==> config.mk <==
export PLATFORM = sky130hd
export DESIGN_NAME = sor_regs
export DESIGN_NICKNAME = d
export VERILOG_FILES = /design/src/shared/sor_pkg.sv /design/src/hw/sor_regs.sv
export SDC_FILE = /design/constraint.sdc
export NUM_CORES = 1
export LEC_CHECK = 0
export BUFFER_PORTS_ARGS = -buffer_cell sky130_fd_sc_hd__buf_2
export CAP_MARGIN = 20
export CORE_UTILIZATION = 30
export CTS_BUF_LIST = sky130_fd_sc_hd__clkbuf_8
export DETAILED_ROUTE_END_ITERATION = 10
export GPL_TIMING_DRIVEN = 1
export MAX_ROUTING_LAYER = met4
export PLACE_DENSITY_LB_ADDON = 0.15
export SYNTH_ARGS = -nofsm -noshare
export SYNTH_HDL_FRONTEND = slang
export SYNTH_SLANG_ARGS = --single-unit
export TNS_END_PERCENT = 5
==> constraint.sdc <==
create_clock -name clk_i -period 1.9 [get_ports clk_i]
set_input_delay 0.38 -clock clk_i [delete_from_list [all_inputs] [get_ports clk_i]]
set_output_delay 0.38 -clock clk_i [all_outputs]
set_load 0.02 [all_outputs]
==> src/shared/sor_pkg.sv <==
package sor_pkg;

  localparam int ADDR_W = 7;
  localparam int DATA_W = 16;

  // register offsets
  localparam logic [6:0] OFS_LEVEL_MOD   = 7'h2e;
  localparam logic [6:0] OFS_A_SRC_B_LVL = 7'h2f;
  localparam logic [6:0] OFS_B_SRC       = 7'h30;
  localparam logic [6:0] OFS_PIN_DRIVE   = 7'h3b;
  localparam logic [6:0] OFS_LOCK_IND    = 7'h3d;
  localparam logic [6:0] OFS_RSVD_62     = 7'h3e;
  localparam logic [6:0] OFS_FAST_CAL    = 7'h40;
  localparam logic [6:0] OFS_LOCK_BAND   = 7'h44;
  localparam logic [6:0] OFS_CAP_CODE    = 7'h45;
  localparam logic [6:0] OFS_BIAS_CODE   = 7'h46;

  // values after reset, whole register (unnamed bits zero)
  localparam logic [15:0] RST_LEVEL_MOD   = 16'h0f83;
  localparam logic [15:0] RST_A_SRC_B_LVL = 16'h0000;
  localparam logic [15:0] RST_B_SRC       = 16'h0000;
  localparam logic [15:0] RST_PIN_DRIVE   = 16'h0000;
  localparam logic [15:0] RST_LOCK_IND    = 16'h0001;
  localparam logic [15:0] RST_RSVD_62     = 16'h0000;
  localparam logic [15:0] RST_FAST_CAL    = 16'h006f;

  // field positions
  localparam int A_LVL_LSB   = 8;
  localparam int B_LVL_LSB   = 0;
  localparam int LVL_W       = 6;
  localparam int B_SHDN_BIT  = 7;
  localparam int A_SHDN_BIT  = 6;
  localparam int ORDER_LSB   = 0;
  localparam int ORDER_W     = 3;
  localparam int A_SRC_LSB   = 11;
  localparam int B_SRC_LSB   = 0;
  localparam int SRC_W       = 2;
  localparam int HDRV_BIT    = 5;
  localparam int LDTYPE_BIT  = 0;
  localparam int ACAL_BIT    = 9;
  localparam int FCAL_BIT    = 8;
  localparam int ASTEP_LSB   = 5;
  localparam int ASTEP_W     = 3;
  localparam int FSTEP_LSB   = 0;
  localparam int FSTEP_W     = 4;
  localparam int VTUNE_LSB   = 9;
  localparam int CORE_LSB    = 5;

  // level code thresholds and encodings
  localparam logic [5:0] LVL_LINEAR_MAX = 6'h1f;
  localparam logic [5:0] LVL_BOOST_MIN  = 6'h30;
  localparam logic [1:0] SRC_DIVIDER    = 2'h0;
  localparam logic [1:0] SRC_OSC        = 2'h1;
  localparam logic [1:0] VT_LOCKED      = 2'h2;
  localparam logic [1:0] VT_INVALID     = 2'h1;
  localparam logic [2:0] ORDER_INTEGER  = 3'h0;
  localparam logic [2:0] ORDER_MAX      = 3'h4;

  typedef struct packed {
    logic [2:0] core;
    logic [7:0] cap;
    logic [8:0] bias;
  } sor_cal_result_t;

  typedef struct packed {
    logic [5:0] level;
    logic       shutdown;
    logic       boost;
    logic       from_osc;
    logic       from_divider;
  } sor_buffer_ctrl_t;

  typedef struct packed {
    logic [2:0] order;
    logic       integer_mode;
    logic       amp_fast;
    logic [2:0] amp_step;
    logic       freq_fast;
    logic [3:0] freq_step;
  } sor_synth_ctrl_t;

endpackage

==> src/hw/sor_regs.sv <==
`timescale 1ns/1ps
// Operation
// - first output level, six bits, 0..31 linear, 48..63 boost, resets to 15
// - second output level, same code ranges, resets to 0
// - second output shutdown bit, set powers down, resets to 1
// - first output shutdown bit, set powers down, resets to 0
// - modulator order: 0 integer, 1..4 sigma-delta order, resets to third
// - per-output source: 1 oscillator, 0 channel divider, 2 and 3 reserved
// - pin high-drive bit selects stronger status pin drive, resets to 0
// - lock type 0: status pin high once calibration completed successfully
// - lock type 1 (reset): status pin follows tuning-voltage lock
// - fast amplitude calibration enable, resets to 0
// - fast frequency calibration enable, resets to 0
// - amplitude step, effective only while fast amplitude cal enabled, resets 3
// - frequency step, effective only while fast frequency cal enabled, resets 15
// - read-only tuning lock state: 2 locked, 1 invalid, 0 or 3 unlocked
// - read-only selected oscillator core number 1..7
// - read-only eight-bit capacitor code from calibration
// - read-only nine-bit bias code from calibration
module sor_regs (
  input  wire logic                      clk_i,
  input  wire logic                      rst_i,
  input  wire logic [6:0]                reg_addr_i,
  input  wire logic [15:0]               reg_wdata_i,
  input  wire logic                      reg_wr_i,
  input  wire logic                      reg_rd_i,
  output logic      [15:0]               reg_rdata_o,
  input  wire logic                      mux_pin_function_select_i,
  input  wire logic                      cal_done_i,
  input  wire logic [1:0]                tuning_lock_i,
  input  wire logic                      cal_update_toggle_i,
  input  wire sor_pkg::sor_cal_result_t  cal_result_i,
  output sor_pkg::sor_buffer_ctrl_t      first_output_o,
  output sor_pkg::sor_buffer_ctrl_t      second_output_o,
  output sor_pkg::sor_synth_ctrl_t       synth_ctrl_o,
  output logic                           mux_pin_high_drive_o,
  output logic                           multiplexed_status_pin_o
);

  typedef struct packed {
    logic [15:0]               level_mod;
    logic [15:0]               a_src_b_lvl;
    logic [15:0]               b_src;
    logic [15:0]               pin_drive;
    logic [15:0]               lock_ind;
    logic [15:0]               rsvd_62;
    logic [15:0]               fast_cal;
    logic [1:0]                vt_s1;
    logic [1:0]                vt_s2;
    logic                      done_s1;
    logic                      done_s2;
    logic                      tog_s1;
    logic                      tog_s2;
    logic                      tog_s3;
    sor_pkg::sor_cal_result_t  cal;
    logic [15:0]               rdata;
    logic                      pin;
    sor_pkg::sor_buffer_ctrl_t out_a;
    sor_pkg::sor_buffer_ctrl_t out_b;
    sor_pkg::sor_synth_ctrl_t  synth;
  } sor_state_t;

  sor_state_t st;
  sor_state_t next_st;

  // decode a buffer's level and source into its control word
  function automatic sor_pkg::sor_buffer_ctrl_t buf_ctrl(input logic [5:0] lvl,
                                                          input logic       shdn,
                                                          input logic [1:0] src);
    sor_pkg::sor_buffer_ctrl_t c;
    c.level        = lvl;
    c.shutdown     = shdn;
    c.boost        = (lvl >= sor_pkg::LVL_BOOST_MIN);
    c.from_osc     = (src == sor_pkg::SRC_OSC);
    c.from_divider = (src == sor_pkg::SRC_DIVIDER);
    return c;
  endfunction

  // next-state logic for the whole block
  always_comb begin
    logic [1:0] vt;
    logic       lock_ind;
    vt       = 2'h0;
    lock_ind = 1'b0;
    next_st  = st;

    // two-flop synchronisers; the first stage feeds only the second
    next_st.vt_s1   = tuning_lock_i;
    next_st.vt_s2   = st.vt_s1;
    next_st.done_s1 = cal_done_i;
    next_st.done_s2 = st.done_s1;
    next_st.tog_s1  = cal_update_toggle_i;
    next_st.tog_s2  = st.tog_s1;
    next_st.tog_s3  = st.tog_s2;

    // result words are held stable by the source across each toggle,
    // so sampling them on the synchronised edge is safe
    if (st.tog_s2 != st.tog_s3) begin
      next_st.cal = cal_result_i;
    end

    // register writes; readback offsets have no write path
    if (reg_wr_i) begin
      case (reg_addr_i)
        sor_pkg::OFS_LEVEL_MOD: begin
          next_st.level_mod = reg_wdata_i;
        end
        sor_pkg::OFS_A_SRC_B_LVL: begin
          next_st.a_src_b_lvl = reg_wdata_i;
        end
        sor_pkg::OFS_B_SRC: begin
          next_st.b_src = reg_wdata_i;
        end
        sor_pkg::OFS_PIN_DRIVE: begin
          next_st.pin_drive = reg_wdata_i;
        end
        sor_pkg::OFS_LOCK_IND: begin
          next_st.lock_ind = reg_wdata_i;
        end
        sor_pkg::OFS_RSVD_62: begin
          next_st.rsvd_62 = reg_wdata_i;
        end
        sor_pkg::OFS_FAST_CAL: begin
          next_st.fast_cal = reg_wdata_i;
        end
        default: begin
          next_st.rdata = st.rdata;
        end
      endcase
    end

    // read data stands only in the cycle after the strobe
    next_st.rdata = 16'h0000;
    if (reg_rd_i) begin
      case (reg_addr_i)
        sor_pkg::OFS_LEVEL_MOD:   next_st.rdata = st.level_mod;
        sor_pkg::OFS_A_SRC_B_LVL: next_st.rdata = st.a_src_b_lvl;
        sor_pkg::OFS_B_SRC:       next_st.rdata = st.b_src;
        sor_pkg::OFS_PIN_DRIVE:   next_st.rdata = st.pin_drive;
        sor_pkg::OFS_LOCK_IND:    next_st.rdata = st.lock_ind;
        sor_pkg::OFS_RSVD_62:     next_st.rdata = st.rsvd_62;
        sor_pkg::OFS_FAST_CAL:    next_st.rdata = st.fast_cal;
        sor_pkg::OFS_LOCK_BAND: begin
          next_st.rdata[sor_pkg::VTUNE_LSB +: 2] = st.vt_s2;
          next_st.rdata[sor_pkg::CORE_LSB +: 3]  = st.cal.core;
        end
        sor_pkg::OFS_CAP_CODE:    next_st.rdata[7:0] = st.cal.cap;
        sor_pkg::OFS_BIAS_CODE:   next_st.rdata[8:0] = st.cal.bias;
        default:                  next_st.rdata = 16'h0000;
      endcase
    end

    // buffer controls follow the stored fields
    next_st.out_a = buf_ctrl(st.level_mod[sor_pkg::A_LVL_LSB +: sor_pkg::LVL_W],
                             st.level_mod[sor_pkg::A_SHDN_BIT],
                             st.a_src_b_lvl[sor_pkg::A_SRC_LSB +: sor_pkg::SRC_W]);
    next_st.out_b = buf_ctrl(st.a_src_b_lvl[sor_pkg::B_LVL_LSB +: sor_pkg::LVL_W],
                             st.level_mod[sor_pkg::B_SHDN_BIT],
                             st.b_src[sor_pkg::B_SRC_LSB +: sor_pkg::SRC_W]);

    // modulator and calibration controls; steps are zero while disabled
    next_st.synth.order        = st.level_mod[sor_pkg::ORDER_LSB +: sor_pkg::ORDER_W];
    next_st.synth.integer_mode = (next_st.synth.order == sor_pkg::ORDER_INTEGER);
    next_st.synth.amp_fast     = st.fast_cal[sor_pkg::ACAL_BIT];
    next_st.synth.freq_fast    = st.fast_cal[sor_pkg::FCAL_BIT];
    next_st.synth.amp_step     = st.fast_cal[sor_pkg::ACAL_BIT] ?
                                 st.fast_cal[sor_pkg::ASTEP_LSB +: sor_pkg::ASTEP_W] : 3'h0;
    next_st.synth.freq_step    = st.fast_cal[sor_pkg::FCAL_BIT] ?
                                 st.fast_cal[sor_pkg::FSTEP_LSB +: sor_pkg::FSTEP_W] : 4'h0;

    // lock indication, shown only when the pin function selects it
    vt = st.vt_s2;
    if (st.lock_ind[sor_pkg::LDTYPE_BIT]) begin
      lock_ind = (vt == sor_pkg::VT_LOCKED);
    end else begin
      lock_ind = st.done_s2;
    end
    next_st.pin = mux_pin_function_select_i & lock_ind;
  end

  // single state register; reset loads documented defaults
  always_ff @(posedge clk_i) begin
    if (rst_i) begin
      st             <= '0;
      st.level_mod   <= sor_pkg::RST_LEVEL_MOD;
      st.a_src_b_lvl <= sor_pkg::RST_A_SRC_B_LVL;
      st.b_src       <= sor_pkg::RST_B_SRC;
      st.pin_drive   <= sor_pkg::RST_PIN_DRIVE;
      st.lock_ind    <= sor_pkg::RST_LOCK_IND;
      st.rsvd_62     <= sor_pkg::RST_RSVD_62;
      st.fast_cal    <= sor_pkg::RST_FAST_CAL;
      st.out_a.level    <= 6'h0f;
      st.out_a.from_divider <= 1'b1;
      st.out_b.shutdown <= 1'b1;
      st.out_b.from_divider <= 1'b1;
      st.synth.order     <= 3'h3;
      st.synth.amp_step  <= 3'h0;
      st.synth.freq_step <= 4'h0;
    end else begin
      st <= next_st;
    end
  end

  // every data output comes straight from the state register
  assign reg_rdata_o              = st.rdata;
  assign first_output_o           = st.out_a;
  assign second_output_o          = st.out_b;
  assign synth_ctrl_o             = st.synth;
  assign mux_pin_high_drive_o     = st.pin_drive[sor_pkg::HDRV_BIT];
  assign multiplexed_status_pin_o = st.pin;

endmodule

# --- After elaboration in Yosys (flattened, before gate mapping) ---
# Cells that the tools add are included.
totals:
  input_bits: 52
  elab_cells: 74
  out_inout_bits: 51
  register_bits: 191
classes:
  magnitude_cmp: 2
  reduce_logical: 13
  n_eq_ne: 14
  mux: 6
  n_bitwise: 4
op_table:
  columns: ["operator", "count"]
  rows:
  - ["5-bit case mux with 9 select lines", 1]
  - ["7-bit by 6-bit equality test with 1-bit output (second input constant)", 6]
  - ["5-bit case mux with 7 select lines", 1]
  - ["3-bit case mux with 10 select lines", 1]
  - ["7-bit equality test (second input constant)", 4]
  - ["2-bit case mux with 8 select lines", 1]
  - ["2-bit AND reduction", 7]
  - ["6-bit greater-or-equal comparator (second input constant)", 2]
  - ["1-bit case mux with 8 select lines", 1]
  - ["2-bit OR reduction", 3]
  - ["2-bit by 1-bit equality test with 1-bit output (second input constant)", 2]
  - ["2-bit zero test", 2]
  - ["3-bit zero test", 1]
  - ["1-bit NOT", 3]
  - ["2-bit equality test (second input constant)", 1]
  - ["1-bit AND", 1]
  - ["1-bit two-way mux", 1]
  - ["1-bit inequality test", 1]

# --- Longest topological paths before layout ---
# Gate-level depths: netlist of run 1.
depth:
  word_depth: 3
  mapped_depth: 9
  mapped_depth_nobuf: 5

# --- Least setup slack after synthesis of run 1 ---
# OpenSTA, ideal clock, no wires.
synth_path:
  kind: "input to register"
  from: "input port reg_addr_i[0]"
  to: "register st[79] (netlist bit)"
  n_path_buf: 2
  slack_ns: 0.065
  stages: 7
  setup_ns: 0.122
  required_time_ns: 1.778
  arrival_time_ns: 1.713
  cell_sequence: "buf_2 or4_4 nor2_4 nand2_1 buf_2 nand2_1 nand3b_1"
synth_via:
  elab_chain_len: 2
synth_rtl:
  columns: ["item", "line", "rtl"]
  rows:
  - ["from (decl)", "sor_regs.sv:23", "input wire logic [6:0] reg_addr_i,"]
  - ["7-bit equality test", "sor_regs.sv:104", "case (reg_addr_i)"]
  - ["2-bit AND reduction (no source line)", null, null]
  - ["to (signal assigned)", "sor_regs.sv:200", "st <= next_st;"]
  - ["to (decl)", "sor_regs.sv:63", "sor_state_t st;"]
# Every way passes these cells.
# A chain may end at the register's enable or synchronous reset.

# --- Final worst setup path of run 1 ---
layout_path:
  from: "input port reg_addr_i[5]"
  to: "register st (netlist bit reg_rdata_o[1])"
layout_via:
  elab_chain_len: 2
  word_cells_on_any_way: 10
  cone_classes: "9 x eq/ne; 1 x mux"
layout_rtl:
  columns: ["item", "line", "rtl"]
  rows:
  - ["7-bit equality test / 7-bit by 6-bit equality test with 1-bit output (equally long branches)", "sor_regs.sv:135", "case (reg_addr_i)"]
  - ["5-bit case mux with 9 select lines *", "sor_regs.sv:135", null]
# Mark *: on every way between the ends. The rest lies on a longest branch, timed or not.

==> results of run 1 <==
==> power by group through the flow <==
stage | Clock (mW) | Sequential (mW) | Combinational (mW)
floorplan | 0 | 4.14 | 0.174
global placement | 0 | 4.15 | 0.392
detailed placement | 0 | 4.15 | 0.389
CTS | 2.97 | 4.06 | 0.391
global route | 3.11 | 4.06 | 0.423
finish | 2.88 | 4.06 | 0.387
==> critical path, cell delays in order <==
cell      delay, ns
buf_2          0.12
or3b_1         0.50
or2_2          0.40
nor2_1         0.19
a221oi_1       0.07
a31oi_1        0.25
==> metrics by stage <==
| step | worst slack (ns) | setup TNS, ns | util (%) | hold WS (ns) |
|---|---|---|---|---|
| 2_1_floorplan | 0.0645 | 0 | - | 0.414 |
| 3_3_place_gp | -0.0891 | -0.254 | 34.7 | 0.417 |
| 3_5_place_dp | -0.0973 | -0.121 | 34.7 | 0.420 |
| 4_1_cts | 0.356 | 0 | 36.5 | 0.0625 |
| 5_1_grt | 0.361 | 0 | 36.5 | 0.0876 |
| 6_report | 0.381 | 0 | 36.5 | 0.0953 |
==> cell families after synthesis <==
kind of cell / share of synthesized area (%)
AO/OA/AOI/OAI: 16.6
XOR/XNOR: 0.232
buffers and inverters: 8.25
flip-flops: 50.7
multiplexers: 0.680
AND/OR/NAND/NOR: 23.6
==> placed cells by master (no fill, tap or decap), drive strengths merged, types with 2 or more instances in the layout <==
cell,netlist,final
nor4,4,4
o21bai,2,2
o21ai,6,6
and4b,2,2
a222oi,12,12
a31oi,16,16
dfxtp,191,191
bufinv,0,2
nor3,4,4
a32o,2,2
nand2b,3,3
and2,15,15
a21o,3,3
nand2,282,282
a21oi,126,126
and3,5,5
a221oi,9,9
nand3b,16,16
inv,0,7
clkinv,0,5
clkbuf,37,17
mux2i,4,4
o22ai,3,3
buf,72,177
nor2b,26,26
or2,8,8
a22oi,25,25
nor2,12,12
nor3b,5,5
==> per-layer routing <==
layer,vias to the layer above,track usage (%),wire length (µm)
met5,-,-,0
met4,0,4.98,304
met3,22,2.48,986
met2,170,30.1,10800
met1,3022,27.6,12000
li1,3182,-,-
==> registers in the layout (all words and copies together) (netlist names) <==
register and cells:
next_st 24, reg_rdata_o 16, second_output_o 10, st 116, first_output_o 10, mux_pin_high_drive_o 1, synth_ctrl_o 13, multiplexed_status_pin_o 1
==> layout make-up <==
class	count	area, µm²
Sequential cell	191	3820
Fill cell	2581	15500
Timing Repair Buffer	177	1180
Clock inverter	15	194
Multi-Input combinational cell	603	3090
Tap cell	324	405
Clock buffer	17	234
==> worst paths after layout <==
kind,endpoint,cells past startpoint
worst max-delay path,reg_rdata_o[1]$_SDFF_PP0_,6
worst min-delay path,next_st[71]$_SDFF_PP0_,2
worst max register to register,reg_rdata_o[6]$_SDFF_PP0_,4
worst min register to register,st[73]$_SDFF_PP0_,1
==> results by group, run 1 <==
Clock network
  • Post-CTS Hold Buffers: 0
  • Root Buffer: clkbuf_8
  • CTS tree: done
  • Clk buf depth: 2
  • Num Clock Sinks: 191
  • Setup repair bufs after CTS: 0
  • # resized after CTS: 0
  • Worst-path clk slew: 0.12 ns
  • Clock latency on the worst-skew pair: 0.48 ns
  • CTS Buf Count: 17
  • H-tree depth: 4

Worst setup path
  • Crit path launch: reg_addr_i[5]
  • Worst EP required: 2.28 ns
  • Setup crit end kind: flop
  • Worst Path Max Fanout: 5
  • Worst reg2reg setup slack: 0.44 ns
  • Crit path launch type: input pin
  • Worst setup path class: in2reg
  • WP data arrival: 1.90 ns
  • Reg-to-reg startpoint: st[149]$_SDFFE_PP0P_

Floorplanning
  • Die area: 25800 µm²
  • Core area: 24500 µm²
  • Die Span Y: 161 µm
  • Number of core rows: 57
  • Die width: 161 µm
  • Starting Density: 30.8%
  • Top-level I/O count: 103

Pwr
  • Cell Pwr Density: 820 nW/µm²
  • Peak supply drop: 0.446 mV
  • Gate power share: 5.3%
  • Clock power share: 39.3%
  • Switch share: 26.0%
  • P_int: 5.42 mW
  • Sequential power share: 55.4%
  • Lkg Pwr: 3.30 nW
  • Switching power: 1.90 mW
  • Tot Pwr: 7.32 mW

Place
  • Placed Area: 8500 µm²
  • IO buf count: 102
  • Gpl congestion: 0.845
  • Placed Cells: 1295
  • DPL Wire Length: 17200 µm

Global route
  • Gr usage total: 19.8%
  • Initial antenna violation count: 0
  • Largest net degree at the start of global routing: 60
  • First-pass GRT wire length: 37200 µm
  • Grt ovf: 0
  • Vias in the first global route: 6179

Route
  • Residual DRC count: 0
  • Vias/cell: 4.82
  • Post-DRT Antenna Nets: 0
  • Drt first-iter violations: 549
  • Final WL: 24100 µm
  • Drt wl/cell: 18.2 µm
  • Total iterations of the first detailed-routing run: 7
  • Vias: 6396

Cells and area
  • N_diodes: 0
  • Share of cells above drive strength 1: 22.4%
  • Layout Nets: 1042
  • Final Cell Area: 8930 µm²
  • Post-route insts no fill: 1327
  • Area delta synth->final: 18.4%

STA
  • RSZ-0062 raised after global routing: no
  • Period utilisation layout: 79.9%
  • Max Clk Rate: 658 MHz
  • Final Skew: 0.0187 ns
  • Slew Limit Fails: 0
  • Minimum clock period: 1.52 ns
  • Setup-failing EPs final: 0
  • Slew headroom: 72.2%
  • Worst slew pin tran: 0.416 ns
  • Final hold vios: 0

Yosys
  • Main area contributors after synthesis: dfxtp_1 (51%), nand2_1 (14%), a21oi_1 (8.4%), buf_4 (5.0%), a22oi_1 (2.5%)
  • Mapped Nets: 955
  • Mapped Area: 7540 µm²
  • Netlist cell types: 44
  • Synth Flop Type: dfxtp_1
  • Yosys reg bits: 191
  • Synth top area share: 50.7%
  • FFs w/ async S/R, synth: 0%
  • Post-synthesis sequential area ratio: 50.7%
  • EDFF count, synth: 0
  • Synth Instances: 903
  • Top-count cell post-synth: nand2_1
  • Total of warnings raised by yosys: 0
  • Syn avg cell area: 8.35 µm²
  • Top cells by count, synth: nand2_1 (282), dfxtp_1 (191), a21oi_1 (126)
  • Post-synth top area cell: dfxtp_1

Worst hold path
  • Min-delay src: cal_update_toggle_i
  • Min-delay worst type: in2reg

Flow run
  • Max_cap viols: 0

Run status
  • Status: finished, final reports clean
(Power assumes the default switching activity.)
==> run 2, diff against run 1 <==
==> constraint.sdc (replaced) <==
create_clock -name clk_i -period 1.35 [get_ports clk_i]
set_input_delay 0.27 -clock clk_i [delete_from_list [all_inputs] [get_ports clk_i]]
set_output_delay 0.27 -clock clk_i [all_outputs]
set_load 0.02 [all_outputs]
==> results by group, run 2 (synthesis gave the netlist of run 1 again) <==
Floorplanning
  • Die width: 161 µm
  • Die area: 25800 µm²
  • Starting Density: 30.8%
  • Number of core rows: 57
  • Core area: 24500 µm²
  • Die Span Y: 161 µm
  • Top-level I/O count: 103

Cells and area
  • Sequential cell area: 3830 µm²
  • Area delta synth->final: 21.6%
  • Layout Nets: 1068
  • N_diodes: 0
  • Commonest non-fill, non-tap cell in the layout: nand2_1
  • Filler cell count: 2551
  • Most frequent cells in the layout: nand2_1 (280), dfxtp_1 (189), a21oi_1 (126)
  • Top reg by flops: st
  • Max reg flops: 116
  • Share of cells above drive strength 1: 25.0%
  • Multi-input gate area: 3140 µm²

Clock network
  • Root Buffer: clkbuf_8
  • Clock latency on the worst-skew pair: 0.48 ns
  • Clk buf depth: 2
  • CTS Buf Count: 17
  • CTS tree: done
  • H-tree depth: 4
  • Worst-path clk slew: 0.11 ns
  • Num Clock Sinks: 191

Worst setup path
  • Crit path launch type: input pin
  • Worst reg2reg setup slack: 0.12 ns
  • Worst EP required: 1.72 ns
  • Setup crit end kind: flop
  • Worst setup path class: in2reg
  • WP data arrival: 1.68 ns
  • Worst Path Max Fanout: 10

Worst hold path
  • Min-delay worst type: in2reg

STA
  • Minimum clock period: 1.31 ns
  • Final hold vios: 0
  • Final Skew: 0.0156 ns
  • Worst slew pin tran: 0.445 ns
  • Setup-failing EPs final: 0
  • Max Clk Rate: 761 MHz
  • RSZ-0062 raised after global routing: yes
  • PnR worst setup slack: 0.0351 ns
  • Period utilisation layout: 97.4%
  • Slew Limit Fails: 0
  • Slew headroom: 70.3%

Global route
  • Grt ovf: 0
  • First-pass GRT wire length: 37400 µm
  • Largest net degree at the start of global routing: 41
  • Vias in the first global route: 6325
  • Initial antenna violation count: 0
  • Gr usage total: 19.7%

Route
  • Drt first-iter violations: 588
  • Post-DRT Antenna Nets: 0
  • Total iterations of the first detailed-routing run: 7
  • Final WL: 24200 µm
  • Vias/cell: 4.83
  • Residual DRC count: 0
  • Drt wl/cell: 17.9 µm
  • Vias: 6541

Flow run
  • Max_cap viols: 0

Place
  • Gpl congestion: 0.814
  • IO buf count: 102
  • DP Worst Slack: -0.581 ns
  • DPL Wire Length: 17500 µm

Run status
  • Status: finished, final reports clean

Pwr
  • Lkg Pwr: 3.41 nW
  • Cell Pwr Density: 1090 nW/µm²
  • Peak supply drop: 0.608 mV
  • Tot Pwr: 10.0 mW
-- run 2: what timing repair did --
action | 4_1_cts | 5_1_grt
endpoints found under the setup margin | 3 | 19
pin swaps | 2 | 3
resized for setup | 9 | 8
setup buffers | 0 | 1
hold buffers | 4 | 1
hold endpoints to repair | 5 | 1
-- run 2: layer usage --
metal / up-vias / global-route usage (%) / wire [µm]
met3: 10 / 3.36 / 1120
met2: 159 / 30.9 / 11100
met5: - / - / 0
met4: 0 / 4.16 / 174
li1: 3229 / - / -
met1: 3143 / 26.5 / 11800
-- run 2: area by class of cell --
type	instances	area share (%)
flip-flops and latches	191	41.8
multi-input cells	603	34.2
clock buffers	17	2.55
well taps	324	4.42
clock inverters	15	1.65
repair buffers	203	15.4
-- run 2: report_power, final --
part	internal [mW]	switching [mW]	leakage, nW	total, mW
clock network	1.38	2.34	0.187	3.71
registers	5.68	0.0273	1.54	5.71
logic	0.245	0.361	1.68	0.606
-- run 2: stage by stage --
stage	hold WS, ns	instance area (µm²)	utilization [%]	setup TNS, ns	instances
floorplan	0.364	7590	-	-18.40	903
global placement	0.416	8670	35.4	-43.68	1315
detailed placement	0.426	8670	35.4	-46.24	1315
CTS	0.0000131	9120	37.3	-0.00110	1351
global route	0.00925	9170	37.5	-0.00946	1353
finish	0.0197	9170	37.5	0	1353
-- run 2: worst max-delay path, cell delays in order --
cell and delay [ns]:
buf_2 0.16, and4b_1 0.25, and2_1 0.21, buf_4 0.19, a222oi_1 0.46, a21oi_1 0.15
-- run 2: path summary, 6_finish.rpt --
| check | to | cells after the start | from |
|---|---|---|---|
| worst max-delay path | reg_rdata_o[2]$_SDFF_PP0_ | 6 | reg_addr_i[0] |
| worst min-delay path | st[54]$_SDFFE_PP0P_ | 3 | cal_result_i[4] |
| worst max register to register | reg_rdata_o[6]$_SDFF_PP0_ | 4 | st[149]$_SDFFE_PP0P_ |
| worst min register to register | st[73]$_SDFF_PP0_ | 1 | next_st[73]$_SDFF_PP0_ |
==> run 3, diff against run 2 <==
--- a/config.mk
+++ b/config.mk
@@ -5,8 +5,10 @@
 export SDC_FILE = /design/constraint.sdc
 export NUM_CORES = 1
 export LEC_CHECK = 0
+export ABC_AREA = 1
 export BUFFER_PORTS_ARGS = -buffer_cell sky130_fd_sc_hd__buf_2
 export CAP_MARGIN = 20
+export CORE_ASPECT_RATIO = 0.75
 export CORE_UTILIZATION = 30
 export CTS_BUF_LIST = sky130_fd_sc_hd__clkbuf_8
 export DETAILED_ROUTE_END_ITERATION = 10
==> results by group, run 3 <==
Run status
  • Status: finished, final reports clean

Worst setup path
  • Crit path launch type: flop
  • Worst setup path class: reg2out
  • Worst Path Max Fanout: 1
  • Crit path cell chain: buf_2
  • WP data arrival: 1.04 ns
  • Worst EP required: 1.08 ns
  • Critical-path top delay cell: dfxtp_1
  • CP top delay family: flip-flops
  • Crit-path max cell delay: 0.38 ns
  • Setup crit end kind: output port
  • Bufs and invs on worst path: 1

Flow run
  • Max_cap viols: 0

Clock network
  • CTS Buf Count: 17
  • Worst-path clk slew: 0.10 ns
  • CTS tree: done
  • Clock latency on the worst-skew pair: 0.49 ns
  • Root Buffer: clkbuf_8
  • Setup repair bufs after CTS: 0
  • Num Clock Sinks: 191
  • Clk buf depth: 2
  • H-tree depth: 4

Pwr
  • Peak supply drop: 0.609 mV
  • Cell Pwr Density: 1130 nW/µm²
  • Lkg Pwr: 3.99 nW
  • Tot Pwr: 10.6 mW

Cells and area
  • Commonest non-fill, non-tap cell in the layout: dfxtp_1
  • Top reg by flops: st
  • Max reg flops: 116
  • Share of cells above drive strength 1: 20.6%
  • Area delta synth->final: 20.7%
  • Most frequent cells in the layout: dfxtp_1 (188), nand2_1 (132), o21ai_0 (125)
  • Layout Nets: 1194
  • Filler cell count: 2732
  • N_diodes: 0
  • Final core occ: 37.3%

Yosys
  • Synth Flop Type: dfxtp_1
  • Top-count cell post-synth: dfxtp_1
  • Post-synth top area cell: dfxtp_1
  • FFs w/ async S/R, synth: 0%
  • EDFF count, synth: 0
  • Synth top area share: 49.1%
  • Netlist cell types: 23
  • Mapped Area: 7790 µm²
  • Top cells by count, synth: dfxtp_1 (191), nand2_1 (132), o21ai_0 (125)
  • Synth Instances: 1033
  • Mapped Nets: 1085
  • Total of warnings raised by yosys: 0
  • Yosys reg bits: 191
  • Syn avg cell area: 7.54 µm²
  • Main area contributors after synthesis: dfxtp_1 (49%), o21ai_0 (8.0%), a21oi_1 (7.1%), nand2_1 (6.4%), nor2_1 (5.9%)
  • Post-synthesis sequential area ratio: 49.1%

STA
  • Final hold vios: 0
  • Setup-failing EPs final: 0
  • Final Skew: 0.0165 ns
  • Worst slew pin tran: 0.382 ns
  • Max Clk Rate: 765 MHz
  • Slew Limit Fails: 0
  • PnR worst setup slack: 0.0422 ns
  • Period utilisation layout: 96.9%
  • Slew headroom: 74.2%
  • RSZ-0062 raised after global routing: no
  • Minimum clock period: 1.31 ns
  • Setup TNS: 0 ns
  • Hold WS: 0.0261 ns

Place
  • Gpl congestion: 0.841
  • DP Worst Slack: -0.307 ns
  • DPL Wire Length: 17300 µm
  • IO buf count: 102

Route
  • Vias: 6654
  • Total iterations of the first detailed-routing run: 5
  • Drt first-iter violations: 512
  • Drt wl/cell: 15.7 µm
  • Post-DRT Antenna Nets: 0
  • Final WL: 23400 µm
  • Vias/cell: 4.46
  • Residual DRC count: 0

Global route
  • Vias in the first global route: 6310
  • First-pass GRT wire length: 36700 µm
  • Grt ovf: 0
  • Gr usage total: 18.8%
  • Initial antenna violation count: 0
  • Largest net degree at the start of global routing: 48

Floorplanning
  • Die Span Y: 142 µm
  • Die area: 26600 µm²
  • Core area: 25200 µm²
  • Die width: 188 µm
  • Top-level I/O count: 103
  • Starting Density: 30.9%
  • Number of core rows: 50

Worst hold path
  • Min-delay worst type: in2reg
## run 3: worst paths after layout
check | depth (start not counted) | startpoint | to | slack, ns
max | 1 | reg_rdata_o[15]$_SDFF_PP0_ | reg_rdata_o[15] | 0.04
min | 3 | cal_result_i[6] | st[56]$_SDFFE_PP0P_ | 0.03
max reg2reg | 6 | st[66]$_SDFFE_PP0P_ | reg_rdata_o[7]$_SDFF_PP0_ | 0.19
min reg2reg | 2 | next_st[73]$_SDFF_PP0_ | st[73]$_SDFF_PP0_ | 0.41
## run 3: cell families after synthesis
family,count (synthesis),share of synthesized area (%)
XOR/XNOR,1,0.112
buffers and inverters,224,14.2
AND/OR/NAND/NOR,371,20.6
flip-flops,191,49.1
AO/OA/AOI/OAI,246,16.1
## run 3: report_power, final
group	switching, mW	internal, mW	total, mW
clock	2.15	2.07	4.22
combinational	0.423	0.258	0.681
sequential	0.0368	5.70	5.74
## run 3: through the flow
step	cell area, µm²	std cells
detailed placement	8770	1442
CTS	9390	1491
global placement	8770	1442
finish	9400	1492
global route	9400	1492
floorplan	7790	1033
## run 3: cell type report
class	instances	area (µm²)	area share (%)
flip-flops and latches	191	3830	40.7
inverters	119	447	4.75
repair buffers	195	1400	14.9
multi-input cells	618	2870	30.5
well taps	338	423	4.50
clock inverters	13	190	2.02
clock buffers	18	248	2.63
## run 3: repair_timing
action / in CTS / in global routing
endpoints found under the hold margin: 18 / 1
resized for setup: 3 / 2
endpoints found under the setup margin: 3 / 2
hold buffers: 18 / 1
## run 3: metal layers
| layer | global-route usage [%] | wire length, µm |
|---|---|---|
| met5 | - | 0 |
| met4 | 4.02 | 155 |
| met3 | 3.78 | 1280 |
| met2 | 25.7 | 9360 |
| met1 | 27.9 | 12600 |
